<file path="config.mk">
export PLATFORM = sky130hd
export DESIGN_NAME = irq_pin_vector_priority
export DESIGN_NICKNAME = d
export VERILOG_FILES = /design/src/include/irq_pin_vector_pkg.sv /design/src/hw/irq_pin_vector_priority.sv
export VERILOG_INCLUDE_DIRS = /design/src /design/src/include
export SDC_FILE = /design/constraint.sdc
export NUM_CORES = 1
export LEC_CHECK = 0
export BUFFER_PORTS_ARGS = -buffer_cell sky130_fd_sc_hd__buf_2
export CORE_MARGIN = 10
export CORE_UTILIZATION = 50
export DETAILED_ROUTE_END_ITERATION = 10
export PLACE_DENSITY_LB_ADDON = 0.12
export REMOVE_ABC_BUFFERS = 1
export SLEW_MARGIN = 20
export SYNTH_ARGS = -nofsm -noshare
export SYNTH_HDL_FRONTEND = slang
export SYNTH_SLANG_ARGS = --single-unit
</file>
<file path="constraint.sdc">
create_clock -name sys_clk -period 2.7 [get_ports sys_clk]
set_clock_uncertainty 0.15 [all_clocks]
set_input_delay 0.135 -clock sys_clk [delete_from_list [all_inputs] [get_ports sys_clk]]
set_output_delay 0.135 -clock sys_clk [all_outputs]
set_load 0.005 [all_outputs]
</file>
<file path="src/include/irq_pin_vector_consts.svh">
// Constants for the pin interrupt detector and vector priority logic.
// Assumes a single system clock; all control bits arrive as plain ports.
//
// Functional notes
// - Pin counts as interrupt input only while the function enable is one.
// - Software polarity selects which edge or level direction counts as asserted.
// - Mode select chooses edges only or edges plus sustained asserted level.
// - Events set pending except edges in stop mode; CPU request only with the request enable set.
// - Rising-edge configuration turns the pull device into a pulldown.
// - Current pin level is offered to branch-on-level instructions while enabled.
// - With clocks running, detection is synchronous to the system clock.
// - In stop mode an asynchronous path lets an enabled pin event wake; here stop_wake is the asserted pin level registered on sys_clk.
// - Deasserted to asserted transition sets the pending flag.
// - Edge-plus-level mode holds pending set while pin stays asserted.
// - Every source sets its flag; request forwarded only with local enable.
// - Mask clear: finish instruction, stack five registers, set mask, fetch vector.
// - Vector is two bytes: high address byte first, low byte next higher.
// - Highest priority pending source wins; lower vector number is higher.
// - Vectors descend by two; reset FFFE, pin FFFA, lowest assigned FFD2.
// - Vectors 23 to 31, FFD0 down to FFC0, have no hardware source.
// - Reset vector shared by watchdog, clock loss, low voltage, power-on, pin, opcode.
// - Polarity one means rising or high; zero means falling or low.
// - Pull-disable one turns the pull device off while the pin is enabled.
`ifndef IRQ_PIN_VECTOR_CONSTS_SVH
`define IRQ_PIN_VECTOR_CONSTS_SVH
`define VEC_TOP_ADDR 16'hFFFE
`define VEC_RESET_NUM 5'h00
`define VEC_SWI_NUM 5'h01
`define VEC_PIN_NUM 5'h02
`define VEC_LAST_HW_NUM 5'h16
`define VEC_SRC_COUNT 23
`define STACK_BYTES 3'h5
`endif

</file>
<file path="src/include/irq_pin_vector_pkg.sv">
// Types for the pin interrupt detector and vector priority logic.
// Assumes the constants header is compiled alongside.
package irq_pin_vector_pkg;
   typedef enum logic [2:0] {
      ST_RUN = 3'b000,
      ST_STACK = 3'b001,
      ST_VEC_HI = 3'b010,
      ST_VEC_LO = 3'b011,
      ST_DONE = 3'b100
   } entry_e;
   typedef logic [4:0] vec_num_t;
endpackage

</file>
<file path="src/hw/irq_pin_vector_priority.sv">
// Pin interrupt detector, priority encoder and CPU entry sequencer.
// Assumes sources hold their flags until served and the CPU steps entry_next.
`timescale 1ns/1ps
`default_nettype none
`include "irq_pin_vector_consts.svh"
module irq_pin_vector_priority #(
   parameter int NSRC = `VEC_SRC_COUNT
) (
   // Clock and reset
   input wire logic sys_clk,
   input wire logic reset,
   // Pin and pin controls
   input wire logic pin_in,
   input wire logic pin_int_function_enable,
   input wire logic pin_polarity_select,
   input wire logic edge_level_mode_select,
   input wire logic pin_int_request_enable,
   input wire logic pin_pull_disable,
   input wire logic pin_ack,
   input wire logic stop_mode,
   // Other sources, bit n is vector n (bits 0..2 unused here; reset comes from reset_cause_any)
   input wire logic [NSRC-1:0] src_flag,
   input wire logic [NSRC-1:0] src_enable,
   input wire logic reset_cause_any,
   // CPU side
   input wire logic global_mask,
   input wire logic instr_boundary,
   input wire logic entry_next,
   // Outputs
   output logic pin_event_pending_flag,
   output logic pin_level_for_branch,
   output logic pull_enable,
   output logic pull_is_down,
   output logic stop_wake,
   output logic cpu_int_request,
   output logic entry_active,
   output logic [2:0] stack_index,
   output logic set_mask,
   output logic [15:0] fetch_addr,
   output irq_pin_vector_pkg::vec_num_t served_vector
);
   import irq_pin_vector_pkg::*;
   // Source count must leave room for reset, software and pin vectors
   if (NSRC < 3 || NSRC > `VEC_SRC_COUNT) begin : g_nsrc_bad
      $error("NSRC out of range");
   end
   // Bits 0..2 are reset, software and pin: never taken from src_flag
   localparam logic [NSRC-1:0] HW_SRC_MASK = ~(NSRC'(3'h7));
   // ****************************************************************
   // State
   // ****************************************************************
   typedef struct packed {
      logic [2:0] sync;
      logic last;
      logic pend;
      logic lvl;
      logic pull_en;
      logic pull_dn;
      logic wake;
      logic req;
      entry_e st;
      logic act;
      logic [2:0] idx;
      logic setm;
      logic [15:0] addr;
      vec_num_t vec;
   } state_s;
   state_s s_q, s_d;
   function automatic logic [15:0] vec_addr(input vec_num_t n);
      // Vector n high byte lives two bytes below n-1
      vec_addr = `VEC_TOP_ADDR - {10'h000, n, 1'b0};
   endfunction
   function automatic vec_num_t pick(input logic [NSRC-1:0] r);
      pick = 5'h1F;
      for (int i = NSRC - 1; i >= 0; i--) begin
         if (r[i]) pick = vec_num_t'(i);
      end
   endfunction
   // ****************************************************************
   // Pin detector, request forwarding and entry sequencer
   // ****************************************************************
   logic asserted, rise, pin_stop_async;
   logic [NSRC-1:0] reqs;
   assign pin_stop_async = stop_mode && pin_int_function_enable &&
      ((pin_in ~^ pin_polarity_select));
   always_comb begin
      s_d = s_q;
      // Synchroniser chain; stages 2 and 3 must agree
      s_d.sync = {s_q.sync[1:0], pin_in};
      if (s_q.sync[2] == s_q.sync[1]) s_d.last = s_q.sync[2];
      asserted = (s_d.last == pin_polarity_select);
      rise = asserted && (s_q.last != pin_polarity_select);
      // Acknowledge clears, but loses to an event
      if (pin_ack) s_d.pend = 1'b0;
      if (pin_int_function_enable && !stop_mode && rise) s_d.pend = 1'b1;
      if (pin_int_function_enable && edge_level_mode_select && asserted) s_d.pend = 1'b1;
      s_d.lvl = pin_int_function_enable ? s_q.last : 1'b1;
      s_d.pull_en = pin_int_function_enable && !pin_pull_disable;
      s_d.pull_dn = pin_int_function_enable && pin_polarity_select;
      s_d.wake = pin_stop_async;
      // Flags forward only with local enable
      reqs = src_flag & src_enable;
      reqs[`VEC_PIN_NUM] = s_q.pend && pin_int_request_enable;
      reqs[`VEC_RESET_NUM] = reset_cause_any;
      // Software interrupt is an instruction, not a request line
      reqs[`VEC_SWI_NUM] = 1'b0;
      s_d.req = |reqs[NSRC-1:1];
      s_d.setm = 1'b0;
      case (s_q.st)
         ST_RUN: begin
            if (s_q.req && !global_mask && instr_boundary) begin
               s_d.st = ST_STACK;
               s_d.idx = 3'h0;
            end
         end
         ST_STACK: begin
            if (entry_next) begin
               if (s_q.idx == `STACK_BYTES - 3'h1) begin
                  s_d.st = ST_VEC_HI;
                  s_d.setm = 1'b1;
                  s_d.vec = pick(reqs);
                  s_d.addr = vec_addr(pick(reqs));
               end else begin
                  s_d.idx = s_q.idx + 3'h1;
               end
            end
         end
         ST_VEC_HI: begin
            if (entry_next) begin
               s_d.st = ST_VEC_LO;
               s_d.addr = s_q.addr + 16'h0001;
            end
         end
         ST_VEC_LO: begin
            if (entry_next) s_d.st = ST_DONE;
         end
         default: s_d.st = ST_RUN;
      endcase
      if (reset_cause_any) begin
         s_d.st = ST_VEC_HI;
         s_d.vec = `VEC_RESET_NUM;
         s_d.addr = vec_addr(`VEC_RESET_NUM);
      end
      // Busy flag registered so the output comes from a flop
      s_d.act = (s_d.st != ST_RUN);
   end
   // ****************************************************************
   // Registers
   // ****************************************************************
   always_ff @(posedge sys_clk or posedge reset) begin
      if (reset) begin
         // Idle pin is pulled high; start there to avoid a false edge
         s_q <= '{sync: 3'h7, last: 1'b1, pend: 1'b0, lvl: 1'b1, pull_en: 1'b0,
            pull_dn: 1'b0, wake: 1'b0, req: 1'b0, st: ST_RUN, act: 1'b0, idx: 3'h0,
            setm: 1'b0, addr: 16'hFFFE, vec: 5'h00};
      end else begin
         s_q <= s_d;
      end
   end
   // ****************************************************************
   // Outputs
   // ****************************************************************
   assign pin_event_pending_flag = s_q.pend;
   assign pin_level_for_branch = s_q.lvl;
   assign pull_enable = s_q.pull_en;
   assign pull_is_down = s_q.pull_dn;
   assign stop_wake = s_q.wake;
   assign cpu_int_request = s_q.req;
   assign entry_active = s_q.act;
   assign stack_index = s_q.idx;
   assign set_mask = s_q.setm;
   assign fetch_addr = s_q.addr;
   assign served_vector = s_q.vec;
   // ****************************************************************
   // Checks
   // ****************************************************************
   pend_no_req_a: assert property (@(posedge sys_clk) disable iff (reset)
      (s_q.pend && !pin_int_request_enable && !(|(src_flag & src_enable & HW_SRC_MASK))
       && !reset_cause_any) |=> !s_q.req) else $error("request without enable");
   level_hold_a: assert property (@(posedge sys_clk) disable iff (reset)
      (pin_int_function_enable && edge_level_mode_select && s_d.last == pin_polarity_select)
      |=> s_q.pend) else $error("level did not hold flag");
   pull_dir_a: assert property (@(posedge sys_clk) disable iff (reset)
      (pin_int_function_enable && pin_polarity_select) |=> pull_is_down)
      else $error("pull not down");
   pull_off_a: assert property (@(posedge sys_clk) disable iff (reset)
      pin_pull_disable |=> !pull_enable) else $error("pull not disabled");
   disabled_quiet_a: assert property (@(posedge sys_clk) disable iff (reset)
      (!pin_int_function_enable && !s_q.pend) |=> !s_q.pend) else $error("disabled pin set flag");
   lo_after_hi_a: assert property (@(posedge sys_clk) disable iff (reset)
      (s_q.st == ST_VEC_HI && entry_next && !reset_cause_any) |=>
      fetch_addr == $past(fetch_addr) + 16'h0001) else $error("low byte address wrong");
   mask_set_a: assert property (@(posedge sys_clk) disable iff (reset)
      (s_q.st == ST_STACK && entry_next && s_q.idx == 3'h4 && !reset_cause_any)
      |=> set_mask && fetch_addr[0] == 1'b0) else $error("mask not set at fetch");
   reset_vec_a: assert property (@(posedge sys_clk) disable iff (reset)
      reset_cause_any |=> fetch_addr == 16'hFFFE) else $error("reset vector wrong");
   wake_a: assert property (@(posedge sys_clk) disable iff (reset)
      (stop_mode && pin_int_function_enable && pin_in == pin_polarity_select)
      |=> stop_wake) else $error("no stop wake");
   // ****************************************************************
   // Detector checks
   // ****************************************************************
   edge_sets_a: assert property (@(posedge sys_clk) disable iff (reset)
      (pin_int_function_enable && !stop_mode && rise) |=> s_q.pend)
      else $error("edge did not set flag");
   ack_clear_a: assert property (@(posedge sys_clk) disable iff (reset)
      (pin_ack && !edge_level_mode_select && !(pin_int_function_enable && !stop_mode && rise))
      |=> !s_q.pend) else $error("acknowledge did not clear");
   ack_loses_a: assert property (@(posedge sys_clk) disable iff (reset)
      (pin_ack && pin_int_function_enable && !stop_mode && rise) |=> s_q.pend)
      else $error("acknowledge beat an event");
   stop_blocks_a: assert property (@(posedge sys_clk) disable iff (reset)
      (stop_mode && !edge_level_mode_select && !s_q.pend) |=> !s_q.pend)
      else $error("flag set in stop");
   sync_agree_a: assert property (@(posedge sys_clk) disable iff (reset)
      (s_q.sync[2] != s_q.sync[1]) |=> $stable(s_q.last))
      else $error("level moved without agreement");
   sync_take_a: assert property (@(posedge sys_clk) disable iff (reset)
      (s_q.sync[2] == s_q.sync[1]) |=> s_q.last == $past(s_q.sync[2]))
      else $error("agreed level not taken");
   deassert_quiet_a: assert property (@(posedge sys_clk) disable iff (reset)
      (pin_int_function_enable && !edge_level_mode_select && !s_q.pend && !rise
       && s_q.last == pin_polarity_select) |=> !s_q.pend) else $error("wrong edge set flag");
   level_branch_a: assert property (@(posedge sys_clk) disable iff (reset)
      pin_int_function_enable |=> pin_level_for_branch == $past(s_q.last))
      else $error("branch level wrong");
   branch_idle_a: assert property (@(posedge sys_clk) disable iff (reset)
      !pin_int_function_enable |=> pin_level_for_branch)
      else $error("branch level not idle");
   pull_on_a: assert property (@(posedge sys_clk) disable iff (reset)
      (pin_int_function_enable && !pin_pull_disable) |=> pull_enable)
      else $error("pull not enabled");
   pull_up_a: assert property (@(posedge sys_clk) disable iff (reset)
      !pin_polarity_select |=> !pull_is_down) else $error("pull not up");
   pull_idle_a: assert property (@(posedge sys_clk) disable iff (reset)
      !pin_int_function_enable |=> (!pull_enable && !pull_is_down))
      else $error("pull active while disabled");
   wake_off_a: assert property (@(posedge sys_clk) disable iff (reset)
      !stop_mode |=> !stop_wake) else $error("wake outside stop");
   wake_quiet_a: assert property (@(posedge sys_clk) disable iff (reset)
      (stop_mode && pin_in != pin_polarity_select) |=> !stop_wake)
      else $error("wake on deasserted pin");
   // ****************************************************************
   // Priority and entry checks
   // ****************************************************************
   req_fwd_a: assert property (@(posedge sys_clk) disable iff (reset)
      (s_q.pend && pin_int_request_enable) |=> cpu_int_request)
      else $error("pin request not forwarded");
   src_fwd_a: assert property (@(posedge sys_clk) disable iff (reset)
      (src_flag[NSRC-1] && src_enable[NSRC-1]) |=> cpu_int_request)
      else $error("source request not forwarded");
   src_quiet_a: assert property (@(posedge sys_clk) disable iff (reset)
      (!(|(src_flag & src_enable & HW_SRC_MASK)) && !(s_q.pend && pin_int_request_enable))
      |=> !cpu_int_request) else $error("request without source");
   entry_start_a: assert property (@(posedge sys_clk) disable iff (reset)
      (s_q.st == ST_RUN && s_q.req && !global_mask && instr_boundary && !reset_cause_any)
      |=> (entry_active && stack_index == 3'h0)) else $error("entry did not start");
   masked_idle_a: assert property (@(posedge sys_clk) disable iff (reset)
      (s_q.st == ST_RUN && global_mask && !reset_cause_any) |=> !entry_active)
      else $error("entry while masked");
   stack_step_a: assert property (@(posedge sys_clk) disable iff (reset)
      (s_q.st == ST_STACK && entry_next && s_q.idx != 3'h4 && !reset_cause_any)
      |=> stack_index == $past(stack_index) + 3'h1) else $error("stack step wrong");
   stack_hold_a: assert property (@(posedge sys_clk) disable iff (reset)
      (s_q.st == ST_STACK && !entry_next && !reset_cause_any)
      |=> ($stable(stack_index) && entry_active)) else $error("stack moved without step");
   setm_pulse_a: assert property (@(posedge sys_clk) disable iff (reset)
      set_mask |=> !set_mask) else $error("mask pulse too long");
   pin_first_a: assert property (@(posedge sys_clk) disable iff (reset)
      (s_q.st == ST_STACK && entry_next && s_q.idx == 3'h4 && !reset_cause_any
       && s_q.pend && pin_int_request_enable) |=> served_vector == `VEC_PIN_NUM)
      else $error("pin not highest pending");
   hi_even_a: assert property (@(posedge sys_clk) disable iff (reset)
      (s_q.st == ST_VEC_HI) |-> fetch_addr[0] == 1'b0) else $error("high byte address odd");
   lo_odd_a: assert property (@(posedge sys_clk) disable iff (reset)
      (s_q.st == ST_VEC_LO) |-> fetch_addr[0] == 1'b1) else $error("low byte address even");
   addr_map_a: assert property (@(posedge sys_clk) disable iff (reset)
      (s_q.st == ST_VEC_HI) |-> fetch_addr == 16'hFFFE - {10'h000, served_vector, 1'b0})
      else $error("vector address map wrong");
   vec_free_a: assert property (@(posedge sys_clk) disable iff (reset)
      (s_q.st == ST_VEC_HI) |-> (served_vector < 5'h17 || served_vector == 5'h1F))
      else $error("free vector served");
   reset_num_a: assert property (@(posedge sys_clk) disable iff (reset)
      reset_cause_any |=> served_vector == 5'h00) else $error("reset vector number wrong");
endmodule
`default_nettype wire

</file>
==> out/qor.csv <==
metric;value;unit
status;complete, no violations;
minimum clock period;2.20;ns
clock sinks;39;
n_diodes;0;
Peak VDD IR;275;uV
Crit. End Element;flop;
Placed Cells incl. Taps;392;
crit share post-route;81.6;%
total track usage;15.2;%
initial antenna violation count;0;
largest net degree at the start of global routing;40;
H-tree depth reported by CTS;2;
cell area power density;526;mW/mm^2
Async S/R FF share, synth;100;%
worst-path fanout max;12;
die width;90.1;um
Clk Latency, worst-skew pair;0.29;ns
antenna viol nets, final;0;
DRT Wirelength;6180;um
Via density;5.55;
total gr overflow;0;
Placement Rows;25;
Die Ht;90.1;um
cell depth of the worst hold path;3;
total CTS buffers;5;
syn_area_per_cell;9.14;um^2
Starting DRT DRC Count;113;
RSZ-0062 raised after global routing;no;
synthesized flop and latch total;39;
CTS tree;done;
fin util;62.4;%
Die ar.;0.00813;mm^2
final setup TNS;0;ns
internal power;1.06;mW
estimated wirelength of the detail-placed design;4690;um
CP Launch Type;flop;
synthesis-to-finish area growth;20.7;%
Final nets;406;
Synth Cell Area;0.00246;mm^2
IO Pins;92;
initial core utilization;51.7;%
worst reg2reg path endpoint;fetch_addr[2];
Max Cap Violations;0;
top-count cell post-synth;nand2_1;
non-filler cells, final;411;
number of synthesized flops with an enable pin;0;
area share of the largest cell type after synthesis;21.4;%
top_reg_cell synth;dfstp_2;
vias in the first global route;2358;
Final Hold Slack;0.0332;ns
Hold Startpoint;src_enable[20];
Pins Over Slew Limit;0;
Critical Path RT;2.76;ns
endpoints failing setup;0;
Final Hold Viols;0;
library cells used by synthesis;64;
Commonest cells post-synth;29 x nand2_1, 25 x buf_4, 20 x dfstp_2;
WS Path Type;reg2reg;
Slew @ Worst Pin;0.655;ns
Final Total Pwr;1.56;mW
share of cells above drive strength 1;36.3;%
CTS root buf;clkbuf_8;
# resized after CTS;0;
Switch Pwr;503;uW
DR DRC count;0;
RR Startpoint;stack_index[0];
clock power share;24.8;%
Port Buffers;85;
register area share after synthesis;40.7;%
clock slew at reported path FFs;0.08;ns
combinational power share;27.5;%
gpl congestion;0.809;
critical path arrival;2.26;ns
register share of total power;47.8;%
R2R depth;8;
leading area contributor after synthesis;dfstp_2;
CTS max path bufs;2;
synth top area cells;dfstp_2 21%, dfrtp_1 19%, buf_4 7.6%, nand2_1 4.4%, nand3_1 3.1%;
Core ar.;0.00475;mm^2
Syn Inst Count;269;
Pleak;1.31;nW
Slew HR;55.9;%
WHS Endpoint;cpu_int_request;
Yosys warnings;0;
Hold Path Class;in2reg;
via count;2281;
R2R setup slack;0.50;ns
first-pass GRT wire length;10700;um
WL per Instance;15.0;um
DRT Pass-1 Iters;4;
Net Sw Frac;32.3;%
fmax;0.454;GHz
fill count;421;
[cells in the final DEF, fill, tap and decap left out, types with 8 or more instances in the layout]
cell           Yosys  layout
dlygate4sd3_1      0      11
buf_2              1      85
nor2_1            19      19
dfrtp_1           19      19
dfstp_2           20      20
nand2_1           29      29
nor3_1             9       9
o21ai_0            8       8
nand3_1           15      15
a21oi_1           11      11
inv_1              8       8
[power groups by stage]
stage / clock (mW) / combinational [mW] / sequential (mW)
3_3_place_gp: 0 / 0.411 / 0.754
4_1_cts: 0.394 / 0.432 / 0.745
6_report: 0.386 / 0.429 / 0.746
3_5_place_dp: 0 / 0.415 / 0.756
5_1_grt: 0.421 / 0.484 / 0.761
2_1_floorplan: 0 / 0.248 / 0.751
[timing repair]
action,4_1_cts,5_1_grt
setup buffers,0,0
hold buffers,11,0
endpoints found under the hold margin,26,0
[how the worst max path moves through the flow]
stage	startpoint	end	slack [ns]	depth (start not counted)
after floorplan	fetch_addr[1]	fetch_addr[14]	0.75	6
after global placement	stack_index[0]	fetch_addr[10]	0.53	8
after detailed placement	stack_index[0]	fetch_addr[2]	0.51	8
after CTS	stack_index[0]	fetch_addr[2]	0.48	8
after global routing	stack_index[0]	fetch_addr[2]	0.30	8
final	stack_index[0]	fetch_addr[2]	0.50	8
[metrics by stage]
| step | cell area (um^2) | worst slack [ns] |
|---|---|---|
| floorplan | 2250 | 0.752 |
| global placement | 2770 | 0.527 |
| detailed placement | 2770 | 0.511 |
| finish | 2970 | 0.498 |
| global route | 2970 | 0.296 |
| CTS | 2970 | 0.480 |
[sequential cells by signal, indices dropped and copies added, names as in the netlist]
register	count
served_vector	5
stack_index	3
pull_is_down	1
pin_level_for_branch	1
stop_wake	1
fetch_addr	16
pin_event_pending_flag	1
s_q	5
set_mask	1
pull_enable	1
cpu_int_request	1
s_d	2
entry_active	1
[logic make-up (layout without fill, tap and decap cells)]
family / Yosys count / after routing / share of synthesized area, %
AO/OA/AOI/OAI: 72 / 72 / 21.5
AND/OR/NAND/NOR: 107 / 107 / 23.0
flip-flops: 39 / 39 / 40.7
buffers and inverters: 39 / 114 / 9.82
adder cells (fa/ha/maj): 4 / 4 / 1.93
multiplexers: 3 / 3 / 1.27
XOR/XNOR: 5 / 5 / 1.78
[final cells by class]
cell class	count	area [um^2]	share of cell area (%)
multi-input cells	191	1220	41.0
flip-flops and latches	39	1000	33.7
repair buffers	98	551	18.5
well taps	67	83.8	2.82
clock buffers	6	72.6	2.45
inverters	8	30.0	1.01
clock inverters	2	12.5	0.422
[metal layers]
| metal | wire length [um] | vias to the layer above | part of all wire, % | global-route usage [%] |
|---|---|---|---|---|
| li1 | - | 1127 | - | - |
| met1 | 2740 | 1066 | 44 | 18.5 |
| met2 | 2910 | 82 | 47 | 24.7 |
| met3 | 473 | 6 | 7.7 | 5.74 |
| met4 | 58 | 0 | 0.94 | 3.85 |
| met5 | 0 | - | 0 | 0 |
[critical path: stages (launching register included)]
cell and delay [ns]:
dfrtp_1 0.42, inv_1 0.07, ha_1 0.20, nand2_1 0.11, o21ai_1 0.18, and3b_1 0.47, o21ai_1 0.12, a211oi_1 0.28
o31ai_1 0.11
(Power assumes the default switching activity.)
